==> src/i2c_host_pkg.sv <==
`default_nettype none

package i2c_host_pkg;

  // system clock and bus speed
  localparam int CLK_PERIOD_NS     = 20;
  localparam int SCL_MIN_PERIOD_NS = 2500;  // 400 kHz ceiling
  // quarter of an scl period, rounded up so the bus never runs too fast
  localparam int QTR_CYC =
    (SCL_MIN_PERIOD_NS + 4 * CLK_PERIOD_NS - 1) / (4 * CLK_PERIOD_NS);
  localparam int QTR_W = 6;
  localparam logic [QTR_W-1:0] QTR_LAST = QTR_W'(QTR_CYC - 1);

  // quarters of one scl cycle
  localparam logic [1:0] Q_LOW  = 2'h0;
  localparam logic [1:0] Q_RISE = 2'h1;
  localparam logic [1:0] Q_HIGH = 2'h2;
  localparam logic [1:0] Q_FALL = 2'h3;

  // bit slots of a byte: 0..7 data, 8 acknowledge
  localparam logic [3:0] BIT_ACK = 4'h8;

  // slave write byte with the strap low; strap sets bit 1
  localparam logic [7:0] SLAVE_WR_BASE = 8'hb4;
  localparam int         STRAP_BIT     = 1;

  // register pointers of the sensor
  localparam logic [7:0] PTR_INT_STATUS = 8'h00;
  localparam logic [7:0] PTR_LUX_HIGH   = 8'h03;
  localparam logic [7:0] PTR_LUX_LOW    = 8'h04;
  localparam logic [7:0] PTR_THR_UPPER  = 8'h05;
  localparam logic [7:0] PTR_THR_LOWER  = 8'h06;
  localparam logic [7:0] PTR_THR_TIMER  = 8'h07;

  typedef enum logic [2:0] {
    ST_IDLE, ST_START, ST_RSTART, ST_BYTE, ST_STOP
  } state_e;

  typedef enum logic [2:0] {
    PH_ADDR_W, PH_PTR, PH_DATA, PH_ADDR_R, PH_READ
  } phase_e;

  typedef struct packed {
    logic       rd;     // 1: pointer write then read
    logic [7:0] ptr;    // register pointer
    logic [7:0] wdata;  // byte stored on a write
    logic [2:0] len;    // read bytes minus one
  } cmd_s;

  typedef struct packed {
    logic [7:0] data;
    logic       last;
  } rsp_s;

  function automatic logic [7:0] slave_byte(input logic strap, input logic rd);
    logic [7:0] s;
    s = 8'h00;
    s[STRAP_BIT] = strap;
    slave_byte = SLAVE_WR_BASE | s | {7'h00, rd};
  endfunction

endpackage

`default_nettype wire

==> src/i2c_host_ctrl.sv <==
// What this block does
// - scl period never shorter than 2.5 us, i.e. at most 400 kHz.
// - this controller drives scl and opens every transfer; a device holding released scl low stretches the clock.
// - each byte is eight bits msb first plus one acknowledge clock.
// - sda changes only while scl is low, except at start, repeated start and stop; one bit per scl cycle.
// - never a stop in the same scl high period as a start.
// - during reads this controller acknowledges every byte but the last.
// - last read byte gets a not-acknowledge, then a stop.
// - write is start, address with bit 0, pointer, data, stop.
// - read is pointer write, repeated start, address with bit 1, data.
// - with no transfer both lines are released and rest high.
`timescale 1ns/10ps
`default_nettype none

module i2c_host_ctrl
  import i2c_host_pkg::*;
(
  input  wire logic clk,
  input  wire logic rst_n,
  input  wire logic cmd_valid,
  output logic      cmd_ready,
  input  wire cmd_s cmd,
  output logic      rsp_valid,
  output rsp_s      rsp,
  output logic      done,
  output logic      done_nack,
  output logic      busy,
  input  wire logic address_strap_pin,
  input  wire logic scl_i,
  output logic      scl_o,
  output logic      scl_oe,
  input  wire logic sda_i,
  output logic      sda_o,
  output logic      sda_oe
);

  logic [1:0]       rst_ff;
  logic             rst_sync_n;
  logic             scl_s;
  logic             sda_s;
  logic             strap_s;

  state_e           st_ff;
  state_e           nxt_st;
  phase_e           ph_ff;
  phase_e           nxt_ph;
  logic [1:0]       q_ff;
  logic [1:0]       nxt_q;
  logic [QTR_W-1:0] qcnt_ff;
  logic [QTR_W-1:0] nxt_qcnt;
  logic [3:0]       bit_ff;
  logic [3:0]       nxt_bit;
  logic [7:0]       sh_ff;
  logic [7:0]       nxt_sh;
  cmd_s             cmd_ff;
  cmd_s             nxt_cmd;
  logic             strap_ff;
  logic             nxt_strap;
  logic [2:0]       left_ff;
  logic [2:0]       nxt_left;
  logic             nack_ff;
  logic             nxt_nack;
  rsp_s             rsp_ff;
  rsp_s             nxt_rsp;
  logic             rsp_valid_ff;
  logic             nxt_rsp_valid;
  logic             done_ff;
  logic             nxt_done;
  logic             scl_oe_ff;
  logic             nxt_scl_oe;
  logic             sda_oe_ff;
  logic             nxt_sda_oe;

  // reset release through two flops
  always_ff @(posedge clk or negedge rst_n) begin
    if (!rst_n) begin
      rst_ff <= 2'h0;
    end else begin
      rst_ff <= {rst_ff[0], 1'h1};
    end
  end
  assign rst_sync_n = rst_ff[1];

  pin_sync u_scl_sync (
    .clk        (clk),
    .rst_sync_n (rst_sync_n),
    .pin        (scl_i),
    .level      (scl_s)
  );

  pin_sync u_sda_sync (
    .clk        (clk),
    .rst_sync_n (rst_sync_n),
    .pin        (sda_i),
    .level      (sda_s)
  );

  pin_sync u_strap_sync (
    .clk        (clk),
    .rst_sync_n (rst_sync_n),
    .pin        (address_strap_pin),
    .level      (strap_s)
  );

  // decode
  wire idle      = (st_ff == ST_IDLE);
  wire start_cmd = idle && cmd_valid;
  // released scl still low: wait for the line before timing the high phase
  wire scl_hold  = !scl_oe_ff && !scl_s;
  wire qtick     = (qcnt_ff == QTR_LAST);
  wire tx_mode   = (ph_ff != PH_READ);
  wire ack_slot  = (bit_ff == BIT_ACK);
  wire last_read = (left_ff == 3'h0);
  wire dev_nack  = sda_s;
  // ack every read byte but the last; release for the sensor's ack
  wire ack_drive = !tx_mode && !last_read;
  wire bit_low   = ack_slot ? ack_drive : (tx_mode && !sh_ff[7]);
  wire q_low     = (q_ff == Q_LOW);
  wire q_fall    = (q_ff == Q_FALL);
  wire q_high    = (q_ff == Q_HIGH);

  // scl released in the high quarters; pulled low in both low quarters except q_low of a start and q_fall of a stop
  assign nxt_scl_oe =
    (st_ff == ST_START)  ? q_fall :
    (st_ff == ST_RSTART) ? (q_low || q_fall) :
    (st_ff == ST_BYTE)   ? (q_low || q_fall) :
    (st_ff == ST_STOP)   ? q_low :
    1'h0;

  // sda moves only in q_low of a bit, so it is steady across scl high
  assign nxt_sda_oe =
    (st_ff == ST_START)  ? !q_low :
    (st_ff == ST_RSTART) ? (q_high || q_fall) :
    (st_ff == ST_BYTE)   ? bit_low :
    (st_ff == ST_STOP)   ? !q_fall :
    1'h0;

  always_comb begin
    nxt_st        = st_ff;
    nxt_ph        = ph_ff;
    nxt_q         = q_ff;
    nxt_qcnt      = qcnt_ff;
    nxt_bit       = bit_ff;
    nxt_sh        = sh_ff;
    nxt_cmd       = cmd_ff;
    nxt_strap     = strap_ff;
    nxt_left      = left_ff;
    nxt_nack      = nack_ff;
    nxt_rsp       = rsp_ff;
    nxt_rsp_valid = 1'h0;
    nxt_done      = 1'h0;
    if (start_cmd) begin
      nxt_st    = ST_START;
      nxt_ph    = PH_ADDR_W;
      nxt_q     = Q_LOW;
      nxt_qcnt  = '0;
      nxt_bit   = 4'h0;
      nxt_cmd   = cmd;
      nxt_strap = strap_s;
      nxt_left  = cmd.len;
      nxt_nack  = 1'h0;
    end else if (!idle && !scl_hold) begin
      if (!qtick) begin
        nxt_qcnt = qcnt_ff + 6'h1;
      end else begin
        nxt_qcnt = '0;
        nxt_q    = q_ff + 2'h1;
        // sample at the end of q_high, just before scl is pulled low
        if (st_ff == ST_BYTE && q_high) begin
          if (ack_slot && tx_mode) begin
            nxt_nack = dev_nack;
          end else if (!ack_slot && !tx_mode) begin
            nxt_sh = {sh_ff[6:0], sda_s};
          end
        end
        if (q_fall) begin
          case (st_ff)
            ST_START: begin
              nxt_st  = ST_BYTE;
              nxt_bit = 4'h0;
              nxt_sh  = slave_byte(strap_ff, 1'h0);
            end
            ST_RSTART: begin
              nxt_st  = ST_BYTE;
              nxt_bit = 4'h0;
              nxt_sh  = slave_byte(strap_ff, 1'h1);
            end
            ST_STOP: begin
              nxt_st   = ST_IDLE;
              nxt_done = 1'h1;
            end
            ST_BYTE: begin
              if (!ack_slot) begin
                nxt_bit = bit_ff + 4'h1;
                if (tx_mode) begin
                  nxt_sh = {sh_ff[6:0], 1'h0};
                end
              end else begin
                nxt_bit = 4'h0;
                case (ph_ff)
                  PH_ADDR_W: begin
                    if (nack_ff) begin
                      nxt_st = ST_STOP;
                    end else begin
                      nxt_ph = PH_PTR;
                      nxt_sh = cmd_ff.ptr;
                    end
                  end
                  PH_PTR: begin
                    if (nack_ff) begin
                      nxt_st = ST_STOP;
                    end else if (cmd_ff.rd) begin
                      nxt_st = ST_RSTART;
                      nxt_ph = PH_ADDR_R;
                    end else begin
                      nxt_ph = PH_DATA;
                      nxt_sh = cmd_ff.wdata;
                    end
                  end
                  PH_DATA: begin
                    nxt_st = ST_STOP;
                  end
                  PH_ADDR_R: begin
                    if (nack_ff) begin
                      nxt_st = ST_STOP;
                    end else begin
                      nxt_ph = PH_READ;
                      nxt_sh = 8'h00;
                    end
                  end
                  PH_READ: begin
                    nxt_rsp_valid = 1'h1;
                    nxt_rsp.data  = sh_ff;
                    nxt_rsp.last  = last_read;
                    if (last_read) begin
                      nxt_st = ST_STOP;
                    end else begin
                      nxt_left = left_ff - 3'h1;
                    end
                  end
                  default: begin
                    nxt_st = ST_STOP;
                  end
                endcase
              end
            end
            default: begin
              nxt_st = ST_IDLE;
            end
          endcase
        end
      end
    end
  end

  always_ff @(posedge clk or negedge rst_sync_n) begin
    if (!rst_sync_n) begin
      st_ff   <= ST_IDLE;
      ph_ff   <= PH_ADDR_W;
      q_ff    <= Q_LOW;
      qcnt_ff <= '0;
      bit_ff  <= 4'h0;
    end else begin
      st_ff   <= nxt_st;
      ph_ff   <= nxt_ph;
      q_ff    <= nxt_q;
      qcnt_ff <= nxt_qcnt;
      bit_ff  <= nxt_bit;
    end
  end

  always_ff @(posedge clk or negedge rst_sync_n) begin
    if (!rst_sync_n) begin
      sh_ff    <= 8'h00;
      cmd_ff   <= '0;
      strap_ff <= 1'h0;
      left_ff  <= 3'h0;
      nack_ff  <= 1'h0;
    end else begin
      sh_ff    <= nxt_sh;
      cmd_ff   <= nxt_cmd;
      strap_ff <= nxt_strap;
      left_ff  <= nxt_left;
      nack_ff  <= nxt_nack;
    end
  end

  always_ff @(posedge clk or negedge rst_sync_n) begin
    if (!rst_sync_n) begin
      rsp_ff       <= '0;
      rsp_valid_ff <= 1'h0;
      done_ff      <= 1'h0;
      scl_oe_ff    <= 1'h0;
      sda_oe_ff    <= 1'h0;
    end else begin
      rsp_ff       <= nxt_rsp;
      rsp_valid_ff <= nxt_rsp_valid;
      done_ff      <= nxt_done;
      scl_oe_ff    <= nxt_scl_oe;
      sda_oe_ff    <= nxt_sda_oe;
    end
  end

  // open drain: only ever pull low
  assign scl_o     = 1'h0;
  assign sda_o     = 1'h0;
  assign scl_oe    = scl_oe_ff;
  assign sda_oe    = sda_oe_ff;
  assign cmd_ready = idle;
  assign busy      = !idle;
  assign rsp       = rsp_ff;
  assign rsp_valid = rsp_valid_ff;
  assign done      = done_ff;
  // nack flag stays valid until the next command is taken
  assign done_nack = nack_ff;

endmodule // i2c_host_ctrl

`default_nettype wire

==> src/pin_sync.sv <==
`timescale 1ns/10ps
`default_nettype none

module pin_sync
  import i2c_host_pkg::*;
(
  input  wire logic clk,
  input  wire logic rst_sync_n,
  input  wire logic pin,
  output logic      level
);

  logic [2:0] sync_ff;
  logic       level_ff;

  // bus lines rest high, so reset to the idle level
  always_ff @(posedge clk or negedge rst_sync_n) begin
    if (!rst_sync_n) begin
      sync_ff  <= 3'h7;
      level_ff <= 1'h1;
    end else begin
      sync_ff <= {sync_ff[1:0], pin};
      if (sync_ff[1] == sync_ff[2]) begin
        level_ff <= sync_ff[2];
      end
    end
  end

  assign level = level_ff;

endmodule // pin_sync

`default_nettype wire
==> config.mk <==
export PLATFORM = sky130hd
export DESIGN_NAME = i2c_host_ctrl
export DESIGN_NICKNAME = d
export VERILOG_FILES = /design/src/i2c_host_pkg.sv /design/src/i2c_host_ctrl.sv /design/src/pin_sync.sv
export SDC_FILE = /design/constraint.sdc
export NUM_CORES = 1
export LEC_CHECK = 0
export BUFFER_PORTS_ARGS = -buffer_cell sky130_fd_sc_hd__buf_2
export CORE_MARGIN = 10
export CORE_UTILIZATION = 58
export CTS_CLUSTER_SIZE = 10
export DETAILED_ROUTE_END_ITERATION = 10
export PLACE_DENSITY = 0.79
export SLEW_MARGIN = 20
export SYNTH_ARGS = -nofsm -noshare
export SYNTH_HDL_FRONTEND = slang
export SYNTH_SLANG_ARGS = --single-unit
==> constraint.sdc <==
create_clock -name clk -period 3.07 [get_ports clk]
set_clock_uncertainty 0.2 [all_clocks]
set_input_delay 0.1535 -clock clk [delete_from_list [all_inputs] [get_ports clk]]
set_output_delay 0.1535 -clock clk [all_outputs]
set_load 0.02 [all_outputs]
==> flow_summary_export.csv <==
group,metric,value,unit
clock_tree,cts.htree.levels,3,
worst_setup_path,r2r_start,"st_ff[0]",
global_route,grt_pass1_vias,3215,
die,num_rows,29,
synthesis,yosys_warnings,0,
synthesis,syn_area_per_cell,9.605,µm²
sta,rsz0062_at_grt,"no",
job,maxCapViolCount,0,
synthesis,synth.top_cell.area_share,41.76,%
finish,layout_commonest_cell,"nand2_1",
sta,fin_crit_sh,84.63,%
clock_tree,insertion_delay,0.35,ns
synthesis,synth.largest_area_cell,"dfrtp_1",
finish,layout-drive-gt1-share,21.17,%
die,start_util,59.45,%
route,drt_iter0_drc,318,
placed_design,portBuffers,41,
clock_tree,cts_setup_buffers,0,
clock_tree,cts_hold_buf,25,
sta,setup_viol,0,
clock_tree,post_cts_resized,0,
synthesis,syn_inst,393,
sta,whs,0.01116,ns
placed_design,dp_worst_setup_slack,0.5077,ns
power,powerDensity,581.6,nW/µm²
clock_tree,numCtsBuffers,9,
synthesis,yosysSeqAreaShare,50.12,%
worst_setup_path,start_kind,"flip-flop",
clock_tree,clockBufferDepth,2,
route,drt_wl_total,9277,µm
synthesis,netlist_area,3775,µm²
worst_setup_path,startpoint,"st_ff[0]",
route,ant_nets,0,
finish,layout_common_cells,"nand2_1, dfrtp_1, buf_2",
worst_setup_path,required,3.13,ns
global_route,track_usage,19.01,%
clock_tree,clkTransAtPathRegs,0.08,ns
route,vias_per_cell,5.906,
sta,hold_viol_final,0,
worst_setup_path,critPathSlowestCell,"dfrtp_1",
global_route,grt_max_degree,38,
global_route,antenna_found_initial,0,
clock_tree,cts_tree,"done",
synthesis,dominantRegCellSynth,"dfrtp_1",
worst_setup_path,cp_slowest_stage_delay,0.61,ns
worst_setup_path,worst-path-max-fanout,16,
power,leakagePower,2.053,nW
die,core_area,6350,µm²
route,vias,3189,
global_route,grt_first_pass_wirelength,15700,µm
sta,slew_viol_final,0,
worst_setup_path,crit_family,"compound AO/OA/AOI/OAI gates",
finish,antenna_cells,0,
sta,relSlewSlack,54.82,%
route,dr.pass1.iters,5,
die,die_area,10140,µm²
synthesis,netlist_top_cells_area,"dfrtp_1, nand2_1, dfstp_2, o21ai_0, ha_1",
power,peakVddDrop,485.5,µV
synthesis,synth_edf_count,0,
worst_setup_path,crit_buf_inv,1,
finish,syn_to_final_growth,19.49,%
sta,min_period,2.598,ns
die,die_y,100.7,µm
placed_design,place.gp.congestion,0.9362,
min_path,min-delay-start,"cmd_valid",
synthesis,synth.distinct_cells,67,
worst_setup_path,cp.arrival,2.66,ns
worst_setup_path,critPathKind,"flip-flop to flip-flop",
worst_setup_path,cp_cell_sequence,"o32a_1 > and3_1 > buf_4 > a21oi_1 > or2_1 > o31ai_1",
synthesis,ys_ff_latch,75,
route,drc,0,
sta,worst_slack,0.4718,ns
worst_setup_path,crit_path_end_kind,"flip-flop",
global_route,overflow,0,
sta,tns,0,ns
finish,nets,492,
worst_setup_path,reg2reg_slack,0.47,ns
sta,fmax,384.9,MHz
die,io_pins,44,
placed_design,hpwl,6509,µm
synthesis,async_flop_share,100.0,%
clock_tree,cts_sinks,75,
clock_tree,cts-root-buf,"clkbuf_8",
sta,worst_pin_slew,0.6720,ns
min_path,min_path_type,"input pin to flip-flop",
die,die_w,100.7,µm
route,wl_per_cell,17.18,µm
status,outcome,"complete, no violations",
-- path summary, 6_finish.rpt --
kind	depth (start not counted)	endpoint
min in group asynchronous	0	u_strap_sync.sync_ff[0]
worst min register to register	0	u_strap_sync.sync_ff[0]
worst min-delay path	4	st_ff[0]
worst max register to register	6	bit_ff[3]
worst max-delay path	6	bit_ff[3]
max in group asynchronous	1	sh_ff[3]
-- flip-flops by register name, indices dropped and copies added, names as in the netlist, 3 cells and up --
register              count
u_sda_sync.sync_ff        3
rsp                       9
cmd_ff                   17
u_scl_sync.sync_ff        3
bit_ff                    4
qcnt_ff                   6
left_ff                   3
sh_ff                     8
ph_ff                     3
st_ff                     3
u_strap_sync.sync_ff      3
-- where the power goes --
part,switching [mW],internal [mW]
Sequential,0.134,1.13
Clock,0.373,0.505
Combinational,0.279,0.205
Total,0.786,1.84
-- per-stage QoR --
step | std cells | utilization (%) | area [µm²] | power [mW]
floorplan | 394 | - | 3779 | 1.594
global placement | 499 | 63.39 | 4025 | 1.702
detailed placement | 499 | 63.39 | 4025 | 1.728
CTS | 540 | 71.03 | 4511 | 2.634
global route | 540 | 71.03 | 4511 | 2.766
finish | 540 | 71.03 | 4511 | 2.624
-- area by class of cell --
class                   instances  area, µm²
clock inverters                 5      83.83
clock buffers                  11      151.4
flip-flops and latches         75       1893
fillers                       478       1839
well taps                      77      96.34
repair buffers                 74      515.5
multi-input cells             286       1725
inverters                      12      45.04
-- synthesized netlist by cell type (3+ instances only) --
cell / number
a2bb2oi_1: 3
nor2_1: 20
nand2_1: 98
clkbuf_1: 8
nand3b_1: 3
maj3_1: 3
a21oi_1: 10
nor2b_1: 3
ha_1: 8
or3_1: 3
o22ai_1: 3
a311oi_1: 3
and3_1: 4
dfrtp_1: 63
inv_1: 12
buf_2: 6
a32oi_1: 4
o221a_2: 3
a22oi_1: 4
nand2b_1: 4
a32o_1: 5
xor2_1: 3
nor3_1: 3
a31oi_1: 8
nand3_1: 13
o21ai_0: 21
dfstp_2: 12
buf_4: 4
o31ai_1: 3
and3b_1: 3
mux2_2: 3
-- worst min-delay path, cell delays in order --
cell,delay [ns]
buf_2,0.11
nor2_1,0.09
a21oi_1,0.05
a2bb2oi_1,0.12
-- metal layers --
metal,global-route usage (%),part of all wire [%],up-vias,wire length (µm)
li1,-,-,1516,-
met5,0,0,-,0
met4,7.174,1.6,0,152
met1,23.58,42,1539,3898
met2,31.70,50,118,4648
met3,3.909,6.2,16,577
-- cell families after synthesis --
family          Yosys count  share of synthesized area [%]
xor+xnor                  4                         0.9282
mux                       4                          1.160
flops                    75                          50.12
compound gates           87                          16.51
other cells               2                         0.1989
buf+inv                  33                          4.276
simple gates            177                          23.37
fa+ha+maj                11                          3.447
(Power assumes the default switching activity.)
